## config.mk

```make
export PLATFORM = sky130hd
export DESIGN_NAME = cosc_top
export DESIGN_NICKNAME = d
export VERILOG_FILES = /design/src/cosc_pkg.sv /design/src/cosc_top.sv
export VERILOG_INCLUDE_DIRS = /design/src
export SDC_FILE = /design/constraint.sdc
export NUM_CORES = 1
export LEC_CHECK = 0
export BUFFER_PORTS_ARGS = -buffer_cell sky130_fd_sc_hd__buf_2
export CAP_MARGIN = 15
export CORE_ASPECT_RATIO = 0.5
export CORE_MARGIN = 2
export CORE_UTILIZATION = 50
export CTS_BUF_LIST = sky130_fd_sc_hd__clkbuf_4
export DETAILED_ROUTE_END_ITERATION = 12
export PLACE_DENSITY = 0.79
export SLEW_MARGIN = 0
export SYNTH_ARGS = -nofsm -noshare
export SYNTH_HDL_FRONTEND = slang
export SYNTH_SLANG_ARGS = --single-unit
```

## constraint.sdc

```tcl
create_clock -name sys_clk -period 6.3 [get_ports sys_clk]
set_input_delay 0.315 -clock sys_clk [delete_from_list [all_inputs] [get_ports sys_clk]]
set_output_delay 0.315 -clock sys_clk [all_outputs]
set_load 0.01 [all_outputs]
```

## src/cosc_defs.svh

```systemverilog
// constants for the clock output stop and spread control block
`ifndef COSC_DEFS_SVH
`define COSC_DEFS_SVH
// ----------------------------------------
// register map (byte addresses)
// ----------------------------------------
`define COSC_AW          4
`define COSC_OFF_CTRL    4'h0
`define COSC_OFF_STAT    4'h4
`define COSC_OFF_ID      4'h8
`define COSC_ID_VAL      32'h0000_005A
// ----------------------------------------
// control word fields
// ----------------------------------------
`define COSC_CW          13
`define COSC_CTRL_RST    13'h0382
`define COSC_SS_DEPTH_RST 2'b01
`define COSC_B_DUAL      0
`define COSC_B_SS_LO     1
`define COSC_B_SS_HI     2
`define COSC_B_SS_TYPE   3
`define COSC_B_SS_EN     4
`define COSC_B_TRI_A     5
`define COSC_B_TRI_B     6
`define COSC_B_CPU_CLOCK_STOP_N   7
`define COSC_B_FREE_RUNNING_PCI_CLK_STP  10
`define COSC_BE0_HI      7
`define COSC_BE1_LO      8
// ----------------------------------------
// status word fields
// ----------------------------------------
`define COSC_S_CPU       0
`define COSC_S_PD        3
`define COSC_S_PLL       4
`define COSC_S_ST        5
// ----------------------------------------
// clock source indices
// ----------------------------------------
`define COSC_NSRC        8
`define COSC_I_CPU       0
`define COSC_I_FREE_RUNNING_PCI_CLK      1
`define COSC_I_B66       2
`define COSC_I_M66       3
`define COSC_I_M48       4
`define COSC_I_PCI       5
`define COSC_I_REF       6
`define COSC_I_DUAL      7
// ----------------------------------------
// sizes and timing
// ----------------------------------------
`define COSC_NCPU        3
`define COSC_NPCIF       3
`define COSC_PD_EDGES    2'd2
`define COSC_CPU_FALLS   2'd2
`define COSC_CLK_NS      10
`define COSC_WAKE_US     3000
`define COSC_WAKE_CYC    ((`COSC_WAKE_US * 1000) / `COSC_CLK_NS - 1)
`define COSC_WCW         19
`endif

```

## src/cosc_pkg.sv

```systemverilog
// types for the clock output stop and spread control block
`include "cosc_defs.svh"
package cosc_pkg;
  typedef enum logic [6:0] {
    COSC_RUN       = 7'h01,
    COSC_ARM_DONE  = 7'h02,
    COSC_STOP_FREE_RUNNING_PCI_CLK = 7'h04,
    COSC_STOP_B66  = 7'h08,
    COSC_STOP_REST = 7'h10,
    COSC_OFF       = 7'h20,
    COSC_WAKE      = 7'h40
  } cosc_state_e;

  typedef struct packed {
    logic                            pd_s1;
    logic                            pd_s2;
    logic                            cs_s1;
    logic                            cs_s2;
    logic                            ps_s1;
    logic                            ps_s2;
    cosc_state_e                     st;
    logic [1:0]                      edge_cnt;
    logic [`COSC_WCW-1:0]            wake_cnt;
    logic [`COSC_NSRC-1:0]           prev;
    logic [`COSC_NPCIF-1:0]          free_running_pci_clk_run;
    logic [`COSC_NPCIF-1:0]          free_running_pci_clk_ps;
    logic                            pci_ps;
    logic                            pci_run;
    logic                            b66_run;
    logic                            dual_run;
    logic                            usb_run;
    logic                            ref_run;
    logic [`COSC_NCPU-1:0]           cpu_stop;
    logic [`COSC_NCPU-1:0][1:0]      cpu_falls;
    logic [`COSC_NPCIF-1:0]          free_running_pci_clk_o;
    logic                            pci_o;
    logic                            b66_o;
    logic                            dual_o;
    logic                            usb_o;
    logic                            ref_o;
    logic [`COSC_NCPU-1:0]           cpu_t;
    logic [`COSC_NCPU-1:0]           cpu_t_oe;
    logic [`COSC_NCPU-1:0]           cpu_c;
    logic [`COSC_NCPU-1:0]           cpu_c_oe;
    logic                            iref2;
    logic                            pll_en;
    logic                            ss_center;
    logic [1:0]                      ss_depth;
    logic                            ss_en;
    logic                            dual_ss;
    logic [`COSC_CW-1:0]             ctrl;
    logic                            wait_r;
    logic [31:0]                     rdata;
  } cosc_state_s;
endpackage : cosc_pkg

```

## src/cosc_top.sv

```systemverilog
// clock output stop, power-down sequencing and spread control
//
// What this block does
// RL1 - decode three spread bits: top bit down or center, low two pick depth
// RL2 - free-running pci outputs may be stopped by pci stop input when configured
// RL3 - dual-function output powers up in 66 MHz mode; bit set selects 48 MHz
// RL4 - in 66 MHz mode the dual-function output is spread when spreading is on
// RL5 - in 48 MHz mode dual-function output is unspread and aligned to 48 MHz outputs
// RL6 - controller should choose 48 MHz mode at system power-on
// RL7 - switching dual-function output to 48 MHz while running may glitch
// RL8 - power-down input is asynchronous active low and synchronized internally
// RL9 - in power-down all clocks except cpu true held low, oscillator and plls powered off
// RL10 - every output stops synchronously, no glitches or short pulses
// RL11 - two cpu complement rises with power-down low stop free pci at fall
// RL12 - then buffered 66 stops, then the rest at own falls except cpu true
// RL13 - in power-down cpu true held high at twice iref, complement undriven
// RL14 - generator shuts down only after the last output has stopped
// RL15 - after power-down release all outputs run again within 3.0 ms
// RL16 - cpu stop input is active low and stops only cpu outputs
// RL17 - stoppable cpu pairs stop after two falling edges sample cpu stop
// RL18 - stopped cpu true stays driven high at normal current, complement undriven
// RL19 - stopped cpu pairs restart synchronously with no short or long pulses
// RL20 - restart latency at most two cpu complement cycles
// RL21 - spread bits reset to down spread of 0.50 percent
// RL22 - two bits choose driven or three-state cpu outputs when stopped
// RL23 - non-stoppable cpu pairs keep running during cpu stop
// RL24 - each stop input passes a two-flop synchronizer before use
`timescale 1ns/1ps
module cosc_top
  import cosc_pkg::*;
#(
  parameter int unsigned PD_WAKE_CYC = `COSC_WAKE_CYC
) (
  input  wire logic                   sys_clk,
  input  wire logic                   rst,
  input  wire logic [`COSC_AW-1:0]    avs_address,
  input  wire logic                   avs_read,
  input  wire logic                   avs_write,
  input  wire logic [31:0]            avs_writedata,
  input  wire logic [3:0]             avs_byteenable,
  output logic [31:0]                 avs_readdata,
  output logic                        avs_waitrequest,
  input  wire logic                   power_down_n,
  input  wire logic                   cpu_clock_stop_n,
  input  wire logic                   pci_clock_stop_n,
  input  wire logic                   cpu_src,
  input  wire logic                   free_running_pci_clk_src,
  input  wire logic                   b66_src,
  input  wire logic                   m66_src,
  input  wire logic                   m48_src,
  input  wire logic                   pci_src,
  input  wire logic                   ref_src,
  output logic [`COSC_NPCIF-1:0]      free_running_pci_clk,
  output logic                        pci_clk,
  output logic                        buffered_66m_clk,
  output logic                        dual_function_clk_out,
  output logic                        usb_48m_clk,
  output logic                        ref_clk,
  output logic [`COSC_NCPU-1:0]       cpu_clk_true,
  output logic [`COSC_NCPU-1:0]       cpu_clk_true_oe,
  output logic [`COSC_NCPU-1:0]       cpu_clk_complement,
  output logic [`COSC_NCPU-1:0]       cpu_clk_complement_oe,
  output logic                        cpu_true_iref_x2,
  output logic                        osc_pll_enable,
  output logic                        spread_center,
  output logic [1:0]                  spread_depth,
  output logic                        spread_modulation,
  output logic                        dual_spread_modulation
);

  // ------------------------------------------------------------
  // state
  // ------------------------------------------------------------
  cosc_state_s q;
  cosc_state_s d;

  logic [`COSC_NSRC-1:0] src;
  logic [`COSC_NSRC-1:0] fall;
  logic [`COSC_NSRC-1:0] rise;
  logic                  video_48m_mode;
  logic [2:0]            cpu_clock_stop_n_en;
  logic [2:0]            free_running_pci_clk_stp_en;
  logic                  pd_act;
  logic                  cpu_tri;

  // source levels and their edges
  assign video_48m_mode = q.ctrl[`COSC_B_DUAL];
  assign src = {video_48m_mode ? m48_src : m66_src, ref_src, pci_src,
                m48_src, m66_src, b66_src, free_running_pci_clk_src, cpu_src};
  assign fall = q.prev & ~src;
  assign rise = ~q.prev & src;
  assign cpu_clock_stop_n_en  = q.ctrl[`COSC_B_CPU_CLOCK_STOP_N +: `COSC_NCPU];
  assign free_running_pci_clk_stp_en = q.ctrl[`COSC_B_FREE_RUNNING_PCI_CLK_STP +: `COSC_NPCIF];
  assign pd_act = (q.st != COSC_RUN);
  // RL22 stopped drive choice
  assign cpu_tri = pd_act ? (q.ctrl[`COSC_B_TRI_A] | q.ctrl[`COSC_B_TRI_B])
                          : q.ctrl[`COSC_B_TRI_B];

  // ------------------------------------------------------------
  // next state
  // ------------------------------------------------------------
  always_comb begin
    d = q;
    d.prev = src;
    // RL24 two-flop stop input synchronizers
    d.cs_s1 = cpu_clock_stop_n;
    d.cs_s2 = q.cs_s1;
    d.ps_s1 = pci_clock_stop_n;
    d.ps_s2 = q.ps_s1;
    // RL8 power-down synchronizer
    d.pd_s1 = power_down_n;
    d.pd_s2 = q.pd_s1;

    // power-down sequencer
    case (q.st)
      COSC_RUN: begin
        // RL11 count cpu complement rises with power-down low
        if (q.pd_s2) begin
          d.edge_cnt = '0;
        end else if (fall[`COSC_I_CPU]) begin
          d.edge_cnt = q.edge_cnt + 2'd1;
          if (q.edge_cnt + 2'd1 == `COSC_PD_EDGES) begin
            d.st = COSC_STOP_FREE_RUNNING_PCI_CLK;
          end
        end
      end
      COSC_ARM_DONE: begin
        d.st = COSC_STOP_FREE_RUNNING_PCI_CLK;
      end
      COSC_STOP_FREE_RUNNING_PCI_CLK: begin
        // RL11 free pci stops low at its falling edge
        if (fall[`COSC_I_FREE_RUNNING_PCI_CLK]) begin
          d.free_running_pci_clk_run = '0;
          d.st = COSC_STOP_B66;
        end
      end
      COSC_STOP_B66: begin
        // RL12 buffered 66 stops next
        if (fall[`COSC_I_B66]) begin
          d.b66_run = 1'b0;
          d.st = COSC_STOP_REST;
        end
      end
      COSC_STOP_REST: begin
        // RL12 remaining outputs stop at their own falls
        if (fall[`COSC_I_PCI]) begin
          d.pci_run = 1'b0;
        end
        if (fall[`COSC_I_DUAL]) begin
          d.dual_run = 1'b0;
        end
        if (fall[`COSC_I_M48]) begin
          d.usb_run = 1'b0;
        end
        if (fall[`COSC_I_REF]) begin
          d.ref_run = 1'b0;
        end
        // RL13 cpu true freezes high at its rise
        if (rise[`COSC_I_CPU]) begin
          d.cpu_stop = '1;
        end
        // RL14 shut down only after the last stop
        if (!(q.pci_run | q.dual_run | q.usb_run | q.ref_run)
            && (&q.cpu_stop)) begin
          d.st = COSC_OFF;
          d.pll_en = 1'b0;
        end
      end
      COSC_OFF: begin
        // RL9 oscillator and plls off while held
        d.pll_en = 1'b0;
        if (q.pd_s2) begin
          d.st = COSC_WAKE;
          d.pll_en = 1'b1;
          d.wake_cnt = '0;
        end
      end
      COSC_WAKE: begin
        // RL15 bounded relock wait then restart
        if (!q.pd_s2) begin
          d.st = COSC_OFF;
          d.pll_en = 1'b0;
        end else if (q.wake_cnt == `COSC_WCW'(PD_WAKE_CYC)) begin
          d.st = COSC_RUN;
          d.edge_cnt = '0;
          d.free_running_pci_clk_run = '1;
          d.pci_run = 1'b1;
          d.b66_run = 1'b1;
          d.dual_run = 1'b1;
          d.usb_run = 1'b1;
          d.ref_run = 1'b1;
          d.cpu_stop = '0;
          d.cpu_falls = '0;
        end else begin
          d.wake_cnt = q.wake_cnt + `COSC_WCW'(1);
        end
      end
      default: begin
        d.st = COSC_RUN;
      end
    endcase

    // RL16 cpu stop gates only the cpu pairs
    for (int i = 0; i < `COSC_NCPU; i++) begin
      if (q.st == COSC_RUN) begin
        if (cpu_clock_stop_n_en[i] && !q.cs_s2) begin
          // RL17 two falls sample the stop, then freeze high
          if (fall[`COSC_I_CPU] && q.cpu_falls[i] != `COSC_CPU_FALLS) begin
            d.cpu_falls[i] = q.cpu_falls[i] + 2'd1;
          end
          if (rise[`COSC_I_CPU] && q.cpu_falls[i] == `COSC_CPU_FALLS) begin
            d.cpu_stop[i] = 1'b1;
          end
        end else begin
          // RL23 non-stoppable pairs run on
          d.cpu_falls[i] = '0;
          // RL19 resume on a source fall, no short pulse
          // RL20 restart within one cpu cycle
          if (q.cpu_stop[i] && fall[`COSC_I_CPU]) begin
            d.cpu_stop[i] = 1'b0;
          end
        end
      end
    end

    // RL2 pci stop gating taken at each clock's falling edge
    for (int i = 0; i < `COSC_NPCIF; i++) begin
      if (fall[`COSC_I_FREE_RUNNING_PCI_CLK]) begin
        d.free_running_pci_clk_ps[i] = free_running_pci_clk_stp_en[i] & ~q.ps_s2;
      end
    end
    if (fall[`COSC_I_PCI]) begin
      d.pci_ps = ~q.ps_s2;
    end

    // RL10 gated outputs stop only at a fall of their source
    for (int i = 0; i < `COSC_NPCIF; i++) begin
      d.free_running_pci_clk_o[i] = src[`COSC_I_FREE_RUNNING_PCI_CLK] & q.free_running_pci_clk_run[i] & ~q.free_running_pci_clk_ps[i];
    end
    d.pci_o  = src[`COSC_I_PCI] & q.pci_run & ~q.pci_ps;
    d.b66_o  = src[`COSC_I_B66] & q.b66_run;
    // RL7 mode change may cut the current pulse
    d.dual_o = src[`COSC_I_DUAL] & q.dual_run;
    d.usb_o  = src[`COSC_I_M48] & q.usb_run;
    d.ref_o  = src[`COSC_I_REF] & q.ref_run;

    // cpu pins
    for (int i = 0; i < `COSC_NCPU; i++) begin
      // RL18 stopped true high, complement released
      d.cpu_t[i]    = q.cpu_stop[i] | src[`COSC_I_CPU];
      d.cpu_t_oe[i] = ~(q.cpu_stop[i] & cpu_tri);
      d.cpu_c[i]    = ~q.cpu_stop[i] & ~src[`COSC_I_CPU];
      d.cpu_c_oe[i] = ~q.cpu_stop[i];
    end
    // RL13 twice iref during power-down
    d.iref2 = pd_act;

    // RL1 spread decode
    d.ss_center = q.ctrl[`COSC_B_SS_TYPE];
    d.ss_depth  = q.ctrl[`COSC_B_SS_HI:`COSC_B_SS_LO];
    d.ss_en     = q.ctrl[`COSC_B_SS_EN] & q.pll_en;
    // RL4 spread the 66 mode only
    // RL5 48 mode stays unspread
    d.dual_ss   = q.ctrl[`COSC_B_SS_EN] & q.pll_en & ~video_48m_mode;

    // avalon slave: one wait cycle, then the access completes
    d.wait_r = 1'b1;
    if (q.wait_r && (avs_read || avs_write)) begin
      d.wait_r = 1'b0;
      case (avs_address)
        `COSC_OFF_CTRL: begin
          d.rdata = {{(32 - `COSC_CW){1'b0}}, q.ctrl};
        end
        `COSC_OFF_STAT: begin
          d.rdata = '0;
          d.rdata[`COSC_S_CPU +: `COSC_NCPU] = q.cpu_stop;
          d.rdata[`COSC_S_PD] = pd_act;
          d.rdata[`COSC_S_PLL] = q.pll_en;
          d.rdata[`COSC_S_ST +: 7] = q.st;
        end
        `COSC_OFF_ID: begin
          d.rdata = `COSC_ID_VAL;
        end
        default: begin
          d.rdata = '0;
        end
      endcase
    end
    if (!q.wait_r && avs_write && avs_address == `COSC_OFF_CTRL) begin
      if (avs_byteenable[0]) begin
        d.ctrl[`COSC_BE0_HI:0] = avs_writedata[`COSC_BE0_HI:0];
      end
      if (avs_byteenable[1]) begin
        d.ctrl[`COSC_CW-1:`COSC_BE1_LO] = avs_writedata[`COSC_CW-1:`COSC_BE1_LO];
      end
    end
  end

  // ------------------------------------------------------------
  // state register
  // ------------------------------------------------------------
  always_ff @(posedge sys_clk) begin
    if (rst) begin
      q <= '0;
      q.pd_s1 <= 1'b1;
      q.pd_s2 <= 1'b1;
      q.cs_s1 <= 1'b1;
      q.cs_s2 <= 1'b1;
      q.ps_s1 <= 1'b1;
      q.ps_s2 <= 1'b1;
      q.st <= COSC_RUN;
      q.free_running_pci_clk_run <= '1;
      q.pci_run <= 1'b1;
      q.b66_run <= 1'b1;
      q.dual_run <= 1'b1;
      q.usb_run <= 1'b1;
      q.ref_run <= 1'b1;
      q.cpu_t_oe <= '1;
      q.cpu_c_oe <= '1;
      q.pll_en <= 1'b1;
      // RL3 66 MHz mode at power-up
      // RL21 down spread 0.50 percent at power-up
      q.ctrl <= `COSC_CTRL_RST;
      q.ss_depth <= `COSC_SS_DEPTH_RST;
      q.wait_r <= 1'b1;
    end else begin
      q <= d;
    end
  end

  // ------------------------------------------------------------
  // outputs, all from the state register
  // ------------------------------------------------------------
  assign avs_readdata           = q.rdata;
  assign avs_waitrequest        = q.wait_r;
  assign free_running_pci_clk   = q.free_running_pci_clk_o;
  assign pci_clk                = q.pci_o;
  assign buffered_66m_clk       = q.b66_o;
  assign dual_function_clk_out  = q.dual_o;
  assign usb_48m_clk            = q.usb_o;
  assign ref_clk                = q.ref_o;
  assign cpu_clk_true           = q.cpu_t;
  assign cpu_clk_true_oe        = q.cpu_t_oe;
  assign cpu_clk_complement     = q.cpu_c;
  assign cpu_clk_complement_oe  = q.cpu_c_oe;
  assign cpu_true_iref_x2       = q.iref2;
  assign osc_pll_enable         = q.pll_en;
  assign spread_center          = q.ss_center;
  assign spread_depth           = q.ss_depth;
  assign spread_modulation      = q.ss_en;
  assign dual_spread_modulation = q.dual_ss;

endmodule : cosc_top

```

==> impl_results.md, run 1 <==
- Clock latency on the worst-skew pair: 0.51 ns
- Synth area leader: dfxtp_1
- Tmin final: 3.03 ns
- Post-Synth XOR/XNOR Area: 0%
- Max-cap violations: 0
- Hold depth: 3
- Detail Route Antenna Nets: 0
- First-pass GRT wire length: 18000 um
- Seq/Total Area, Yosys: 44.2%
- Synthesized instance count: 572
- Synth top area cells: dfxtp_1 44%, buf_4 7.6%, nand2_1 3.7%, nor2_1 3.7%, a21oi_1 3.1%
- ANT cells: 0
- Worst Setup Start Kind: flop
- First-pass DRT Iterations: 5
- CTS tree: yes
- Setup clock skew after layout: 0.0160 ns
- Adder-cell share of the synthesized area: 1.22%
- Worst-Margin Slew: 1.18 ns
- Antenna violations before repair: 0
- Post-DP HPWL: 7760 um
- Fin nets: 676
- R2R depth: 4
- EDFF count, synth: 0
- Post-synth top area share: 44.2%
- Clock transition at the registers of the reported paths: 0.10 ns
- Overflow left after global routing: 0
- Rows: 26
- Worst-path cell chain: or4_4, or4_1, a31oi_1, o22ai_1
- Worst Setup End Kind: flop
- Detailed Route WL: 11400 um
- Syn_area_per_cell: 8.94 um^2
- Num CTS Buffers: 17
- IO Port Bufs: 73
- TNS Setup: 0 ns
- Iteration-0 DRC Markers: 397
- Postcts setup bufs: 0
- Slowest CP cell: a31oi_1
- Synth Area in Compound Gates: 14.0%
- Critical Path Max Stage Delay: 0.94 ns
- Height of the die: 75.5 um
- Mux cell area share after synthesis: 4.89%
- Vias: 4226
- Cell Area, Synth: 5110 um^2
- GRT Total Usage: 20.6%
- Crit path kind: flop to flop
- Clock Sinks: 113
- Vias in the first global route: 3722
- # IOs: 114
- Critical Path Stages: 4
- Main combinational cell family by area after synthesis: simple AND/OR/NAND/NOR gates
- Total power: 0.00135 W
- Place WS: 3.33 ns
- Delay-heaviest family, CP: simple AND/OR/NAND/NOR gates
- Reg2Reg Setup Slack: 3.27 ns
- Remaining DRCs: 0
- Period utilization: 48.1%
- Die area: 11100 um^2
- Static Leak: 2.31 nW
- RR Startpoint: q[125]$_SDFFE_PP0P_
- DIE WIDTH: 147 um
- Comb pwr share: 7.4%
- Hold_sp: avs_writedata[2]
- Internal power: 0.00101 W
- GPL Wtd Cong: 0.897
- Peak supply drop: 0.119 mV
- Status: complete, no violations
- Root Driver: clkbuf_4
- Routed WL per cell: 14.9 um
- Max-slew headroom: 20.7%
- Crit path DAT: 3.39 ns
- Worst Path Max Fanout: 11
- Largest net degree at the start of global routing: 64
- Net switching power: 0.000340 W
- Vias per std cell: 5.49
- HP Class: input port to flop
- WHS Endpoint: d[49]$_SDFFE_PP0P_
- Initial Util: 50.7%
- Clock power share: 38.3%
- Core ar.: 10100 um^2
- Setup-failing EPs final: 0
- Share of layout cells above drive strength 1: 21.4%
- Reg2reg end: q[77]$_SDFF_PP0_
- Max Freq: 330 MHz
- Hold Fails Final Rpt: 0
- Clock buffer depth: 2
- Slew Limit Fails: 0
- Post-synthesis cell type count: 62
- Post-route worst setup slack: 3.27 ns
- Async SR Flop Fraction: 0%
- Switching Fraction: 25.1%
- Worst EP required: 6.66 ns
- Unrepaired setup endpoints after global routing: no
- Synth Flop Type: dfxtp_1
- Seq pwr share: 54.3%
- Synth-to-layout area growth: 9.56%
- Synth warn: 0
- PD cells: 242 nW/um^2
- H-tree depth: 4
- CP bufs+invs: 0
- Post-Synth Simple-Gate Area: 24.8%
- Yosys reg bits: 113
==> how the worst max path moves through the flow <==
stage / startpoint / slack, ns / end
6_report: q[125]$_SDFFE_PP0P_ / 3.27 / q[77]$_SDFF_PP0_
5_1_grt: q[112]$_SDFFE_PP0P_ / 3.12 / q[77]$_SDFF_PP0_
4_1_cts: q[125]$_SDFFE_PP0P_ / 3.32 / q[77]$_SDFF_PP0_
3_5_place_dp: q[125]$_SDFFE_PP0P_ / 3.33 / q[77]$_SDFF_PP0_
3_3_place_gp: q[112]$_SDFFE_PP0P_ / 3.37 / q[75]$_SDFF_PP0_
2_1_floorplan: q[129]$_SDFFE_PP0P_ / 4.17 / q[73]$_SDFF_PP0_
==> timing repair <==
item | in CTS | in global routing
hold buffers | 8 | 0
gates resized for setup | 0 | 0
endpoints found under the hold margin | 8 | 0
==> metal layers <==
metal | track usage, % | vias up | wire [um]
met5 | 0 | - | 0
met4 | 9.51 | 0 | 230
met3 | 5.45 | 23 | 682
met2 | 33.2 | 139 | 5290
met1 | 26.6 | 1985 | 5230
li1 | - | 2079 | -
==> cell usage after synthesis (2+ instances only) <==
| cell type | instances |
|---|---|
| nor3b_1 | 4 |
| a22oi_1 | 12 |
| a31oi_1 | 3 |
| buf_2 | 2 |
| and4b_1 | 2 |
| buf_6 | 3 |
| and2_1 | 5 |
| clkbuf_1 | 18 |
| nand3_1 | 25 |
| nor3_1 | 11 |
| a21o_1 | 6 |
| or3_1 | 5 |
| nor4_1 | 2 |
| nand3b_1 | 5 |
| or4_1 | 15 |
| and3_1 | 8 |
| dfxtp_1 | 113 |
| o311ai_0 | 2 |
| nand4_1 | 4 |
| buf_1 | 4 |
| a21oi_1 | 32 |
| nand2b_1 | 10 |
| mux2i_1 | 16 |
| mux2_2 | 8 |
| or2_2 | 8 |
| nor2_1 | 50 |
| and4_1 | 3 |
| a211oi_1 | 2 |
| nor4b_1 | 5 |
| o21ai_0 | 8 |
| a31o_2 | 2 |
| nor2b_1 | 13 |
| nand2_1 | 50 |
| o31ai_1 | 13 |
| inv_1 | 9 |
| buf_4 | 52 |
| ha_1 | 5 |
| or4_4 | 2 |
| a41o_1 | 3 |
| o211ai_1 | 3 |
| o22ai_1 | 8 |
==> worst reg2reg max path: cells and delay by family (launching register included) <==
| kind | cells | cell delay (ns) |
|---|---|---|
| AO/OA/AOI/OAI | 2 | 1.16 |
| flip-flops | 1 | 0.42 |
| AND/OR/NAND/NOR | 2 | 1.30 |
==> cells by family after synthesis <==
| logic type | after synthesis |
|---|---|
| flip-flops | 113 |
| adder cells (fa/ha/maj) | 5 |
| buffers and inverters | 89 |
| AO/OA/AOI/OAI | 106 |
| multiplexers | 24 |
| other | 1 |
| AND/OR/NAND/NOR | 234 |
==> sequential cells by signal (all words and copies together) (netlist names), 2 cells and up <==
| name | count |
|---|---|
| cpu_clk_true_oe | 3 |
| spread_depth | 2 |
| avs_readdata | 13 |
| cpu_clock_stop_n_en | 3 |
| cpu_clk_complement | 3 |
| free_running_pci_clk | 3 |
| q | 60 |
| free_running_pci_clk_stp_en | 3 |
| cpu_clk_complement_oe | 3 |
| cpu_clk_true | 3 |
| d | 6 |
==> layout by cell type (no fill, tap or decap), types with 15 or more instances in the layout <==
cell / n
conb_1: 19
dfxtp_1: 113
clkbuf_4: 21
mux2i_1: 16
nor2_1: 50
buf_2: 73
nand3_1: 25
a21oi_1: 32
nand2_1: 50
or4_1: 15
==> metrics by stage <==
step | hold WS, ns | utilization [%] | area (um^2) | std cells
finish | 0.0408 | 55.6 | 5600 | 770
CTS | 0.00397 | 55.3 | 5580 | 767
global placement | 0.397 | 51.8 | 5230 | 727
global route | 0.0134 | 55.6 | 5600 | 770
floorplan | 0.389 | - | 5180 | 590
detailed placement | 0.399 | 51.8 | 5230 | 727
==> power by group through the flow <==
stage	combinational, W	clock (W)	sequential [W]
after floorplan	0.0000792	0	0.000749
after global placement	0.0000928	0	0.000752
after detailed placement	0.0000946	0	0.000752
after CTS	0.0000988	0.000528	0.000736
after global routing	0.000110	0.000565	0.000738
final	0.000100	0.000519	0.000736
==> area by class of cell <==
type,instances,area [um^2]
clock inverters,11,115
multi-input cells,388,2370
flip-flops and latches,113,2260
repair buffers,87,490
inverters,10,37.5
fillers,910,4480
well taps,140,175
clock buffers,21,158
Note: power is estimated with default switching activity, not from simulation.
==> inputs of run 2 (changes only) <==
clock period = 2.8 ns   (was 6.3 ns; I/O delays follow)
==> run 2 against run 1 <==
- clock power increased to 2.7 times the previous value
- critical path depth increased by 2
- hold slack gained 0.022 ns
- critical path type unchanged
- largest power group unchanged
==> impl_results.md, run 2 (synthesis results as in run 1) <==
- Max-slew headroom: 48.8%
- GPL Wtd Cong: 0.883
- Routed WL per cell: 14.9 um
- Max Freq: 413 MHz
- Die area: 11100 um^2
- Tmin final: 2.42 ns
- Static Leak: 2.43 nW
- Status: complete, no violations
- Num CTS Buffers: 17
- Most common cell after layout, fill and taps aside: dfxtp_1
- Filler cell count in the final layout: 858
- Synth-to-layout area growth: 14.8%
- Max-cap violations: 0
- Detail Route Antenna Nets: 0
- Clock Sinks: 113
- DP Cell Count: 733
- Post-CTS sizing: 0
- Worst Setup End Kind: flop
- Root Driver: clkbuf_4
- Antenna violations before repair: 0
- Share of layout cells above drive strength 1: 20.9%
- Comb pwr share: 7.6%
- TNS Setup: 0 ns
- Crit path kind: flop to flop
- Max reg flops: 60
- # IOs: 114
- Clock transition at the registers of the reported paths: 0.10 ns
- Period utilization: 86.5%
- Net switching power: 0.000778 W
- Worst-Margin Slew: 0.768 ns
- ANT cells: 0
- Height of the die: 75.5 um
- Fin nets: 698
- Remaining DRCs: 0
- Final Non-Filler Cells: 791
- Clock buffer depth: 2
- Detailed Route WL: 11800 um
- CTS tree: yes
- Vias per std cell: 5.48
- Core ar.: 10100 um^2
- Iteration-0 DRC Markers: 351
- HP Class: input port to flop
- Internal power: 0.00253 W
- Clock power share: 42.4%
- Seq pwr share: 50.0%
- Most frequent cells in the layout: 113 x dfxtp_1, 73 x buf_2, 50 x nor2_1, 50 x nand2_1, 32 x a21oi_1
- Crit path DAT: 2.86 ns
- Switching Fraction: 23.5%
- Top reg by flops: q
- First-pass DRT Iterations: 5
- Setup clock skew after layout: 0.0190 ns
- Worst Path Max Fanout: 12
- Reg area: 2260 um^2
- DIE WIDTH: 147 um
- Rows: 26
- Slew Limit Fails: 0
- GRT Total Usage: 21.2%
- Vias: 4333
- First-pass GRT wire length: 18500 um
- Overflow left after global routing: 0
- Setup-failing EPs final: 0
- Largest net degree at the start of global routing: 36
- PD cells: 563 nW/um^2
- IO Port Bufs: 73
- Hold Fails Final Rpt: 0
- Peak supply drop: 0.236 mV
- Initial Util: 50.7%
- Post-DP HPWL: 7890 um
- Unrepaired setup endpoints after global routing: no
- H-tree depth: 4
- Clock latency on the worst-skew pair: 0.52 ns
- Worst EP required: 3.24 ns
- Worst Setup Start Kind: flop
- Multi-input logic area: 2370 um^2
- Vias in the first global route: 3887
[run 2: timing repair]
action | 4_1_cts | 5_1_grt
hold buffers | 26 | 0
setup buffers | 0 | 0
endpoints found under the hold margin | 40 | 0
[run 2: area by class of cell]
type,count,area share [%]
multi-input cells,388,40.3
flip-flops and latches,113,38.5
repair buffers,109,12.0
clock inverters,13,3.28
well taps,140,2.98
clock buffers,18,2.30
inverters,10,0.639
[run 2: power by group through the flow]
stage               clock network (W)  logic (W)  registers (W)
floorplan                           0   0.000178        0.00169
global placement                    0   0.000216        0.00169
detailed placement                  0   0.000219        0.00169
CTS                           0.00142   0.000247        0.00165
global route                  0.00150   0.000274        0.00166
finish                        0.00140   0.000251        0.00165
[run 2: path summary, 6_finish.rpt]
kind,startpoint,end,slack (ns),depth (start not counted)
setup reg to reg,q[128]$_SDFFE_PP0P_,q[113]$_SDFFE_PP0P_,0.38,6
hold reg to reg,q[88]$_SDFFE_PP0P_,free_running_pci_clk[0]$_SDFF_PP0_,0.41,1
setup / recovery,q[128]$_SDFFE_PP0P_,q[113]$_SDFFE_PP0P_,0.38,6
hold / removal,avs_address[3],avs_readdata[6]$_SDFFE_PP0P_,0.06,4
[run 2: layer usage]
metal,share of wire [%],track usage (%)
met1,45,26.7
met2,48,35.5
met5,0,0
met3,6.1,5.93
met4,1.4,8.65
[run 2: critical path: stages (launching register included)]
cell	delay, ns
dfxtp_1	0.51
or4b_4	0.54
nor2_1	0.25
nor2_1	0.23
buf_6	0.20
or4_1	0.48
a21oi_1	0.14
[run 2: through the flow]
stage	total power [W]	setup WS (ns)	instance area [um^2]	utilization (%)	hold WS, ns
after CTS	0.00332	0.305	5860	58.1	0.0224
final	0.00331	0.379	5870	58.2	0.0624
after global placement	0.00191	0.470	5270	52.3	0.324
after global routing	0.00343	0.160	5870	58.2	0.0839
after floorplan	0.00186	0.672	5180	-	0.219
after detailed placement	0.00191	0.437	5270	52.3	0.329
==> inputs of run 3 (changes only) <==
--- a/config.mk
+++ b/config.mk
@@ -15,2 +15,3 @@
 export DETAILED_ROUTE_END_ITERATION = 12
+export MAX_ROUTING_LAYER = met4
 export PLACE_DENSITY = 0.79
==> constraint.sdc (replaced) <==
create_clock -name sys_clk -period 2.8 [get_ports sys_clk]
set_input_delay 0.84 -clock sys_clk [delete_from_list [all_inputs] [get_ports sys_clk]]
set_output_delay 0.84 -clock sys_clk [all_outputs]
set_load 0.01 [all_outputs]
==> run 3 against run 2 <==
- first-iteration DRC count fell by 17%
- non-clock buffer count fell by 23
- hold slack improved by 0.35 ns
- highest routed layer unchanged
- global-route usage about the same
- sequential share of layout area up 2.0 points
- via count is 2.5% lower
- register-to-register slack worse by 0.08 ns
- worst setup slack got worse by 0.082 ns
- cell area shrank 4.9%
- fmax is 3.3% lower
==> impl_results.md, run 3 (synthesis results as in run 1) <==
- Status: complete, no violations
- Setup clock skew after layout: 0.0140 ns
- DIE WIDTH: 147 um
- Core ar.: 10100 um^2
- PD cells: 553 nW/um^2
- Routed WL per cell: 14.8 um
- Largest net degree at the start of global routing: 46
- Clock transition at the registers of the reported paths: 0.10 ns
- Crit path kind: flop to flop
- Hold_sp: q[90]$_SDFFE_PP0P_
- Multi-input logic area: 2370 um^2
- R2R depth: 6
- Vias in the first global route: 3791
- Rows: 26
- HP Class: flop to flop
- First-pass DRT Iterations: 5
- Antenna violations before repair: 0
- Post-DP HPWL: 8040 um
- Worst Setup End Kind: flop
- H-tree depth: 4
- Initial Util: 50.7%
- Peak supply drop: 0.272 mV
- # IOs: 114
- Synth-to-layout area growth: 9.17%
- Reg area: 2260 um^2
- Postcts setup bufs: 0
- Critical Path Sink: q[73]$_SDFF_PP0_
- Period utilization: 89.4%
- Root Driver: clkbuf_4
- Max Freq: 400 MHz
- Detailed Route WL: 11400 um
- Post-route worst setup slack: 0.297 ns
- Num CTS Buffers: 17
- Fin nets: 675
- Share of layout cells above drive strength 1: 22.1%
- Worst-Margin Slew: 1.15 ns
- Most common cell after layout, fill and taps aside: dfxtp_1
- Place WS: 0.230 ns
- Remaining DRCs: 0
- Reg2Reg Setup Slack: 0.30 ns
- Hold Fails Final Rpt: 0
- Unrepaired setup endpoints after global routing: no
- Crit path from: q[112]$_SDFFE_PP0P_
- Tmin final: 2.50 ns
- DP Cell Count: 737
- Slew Limit Fails: 0
- First-pass GRT wire length: 18000 um
- Top reg by flops: q
- Die area: 11100 um^2
- Filler cell count in the final layout: 908
- Max-slew headroom: 23.1%
- Worst Setup Start Kind: flop
- CTS tree: yes
- Clock buffer depth: 2
- GPL Wtd Cong: 0.900
- Detail Route Antenna Nets: 0
- Max reg flops: 60
- Overflow left after global routing: 0
- Clock Sinks: 113
- Worst Path Max Fanout: 11
- Static Leak: 2.31 nW
- Post-CTS sizing: 0
- Clock latency on the worst-skew pair: 0.51 ns
- ANT cells: 0
- Max-cap violations: 0
- Crit path DAT: 2.90 ns
- GRT Total Usage: 21.1%
- Height of the die: 75.5 um
- Worst EP required: 3.19 ns
- IO Port Bufs: 73
- Reg2reg end: q[73]$_SDFF_PP0_
- Most frequent cells in the layout: 113 x dfxtp_1, 73 x buf_2, 50 x nor2_1, 50 x nand2_1, 32 x a21oi_1
- Final Non-Filler Cells: 768
- TNS Setup: 0 ns
- Vias per std cell: 5.50
- Cts hold-fix bufs: 0
- Setup-failing EPs final: 0
- Vias: 4226
- Iteration-0 DRC Markers: 291
- RR Startpoint: q[112]$_SDFFE_PP0P_
-- run 3: through the flow --
stage	hold WS (ns)	power, W	utilization, %	cell area, um^2
after global placement	0.399	0.00191	52.6	5300
after global routing	0.433	0.00322	55.4	5580
final	0.411	0.00309	55.4	5580
after CTS	0.413	0.00311	55.4	5580
after detailed placement	0.397	0.00191	52.6	5300
after floorplan	0.389	0.00186	-	5180
-- run 3: layout make-up --
class,instances,area share [%]
well taps,140,3.14
flip-flops and latches,113,40.5
repair buffers,86,8.29
clock buffers,18,2.42
multi-input cells,388,42.4
clock inverters,13,2.60
inverters,10,0.672
-- run 3: routing by layer --
layer	up-vias	global-route usage, %	routed length, um
met2	145	33.8	5270
met1	1992	26.7	5190
li1	2072	-	-
met4	0	8.65	172
met3	17	4.67	762
met5	-	-	0
-- run 3: worst min-delay path by stage --
stage / slack [ns] / cells past startpoint / to
CTS: 0.41 / 1 / free_running_pci_clk[2]$_SDFF_PP0_
global placement: 0.40 / 1 / q[134]$_SDFF_PP1_
floorplan: 0.39 / 1 / q[130]$_SDFF_PP1_
detailed placement: 0.40 / 1 / q[134]$_SDFF_PP1_
finish: 0.41 / 1 / free_running_pci_clk[2]$_SDFF_PP0_
global route: 0.43 / 1 / free_running_pci_clk[2]$_SDFF_PP0_
-- run 3: power by group --
part / internal, W / switching, W
Sequential: 0.00164 / 0.0000160
Combinational: 0.0000850 / 0.000142
Clock: 0.000608 / 0.000602
-- run 3: critical path, cell delays in order, from the launching register on --
cell     delay [ns]
dfxtp_1        0.41
nor4b_1        0.69
nand2_1        0.10
or4_1          0.66
a31oi_1        0.22
buf_4          0.21
o22ai_1        0.10
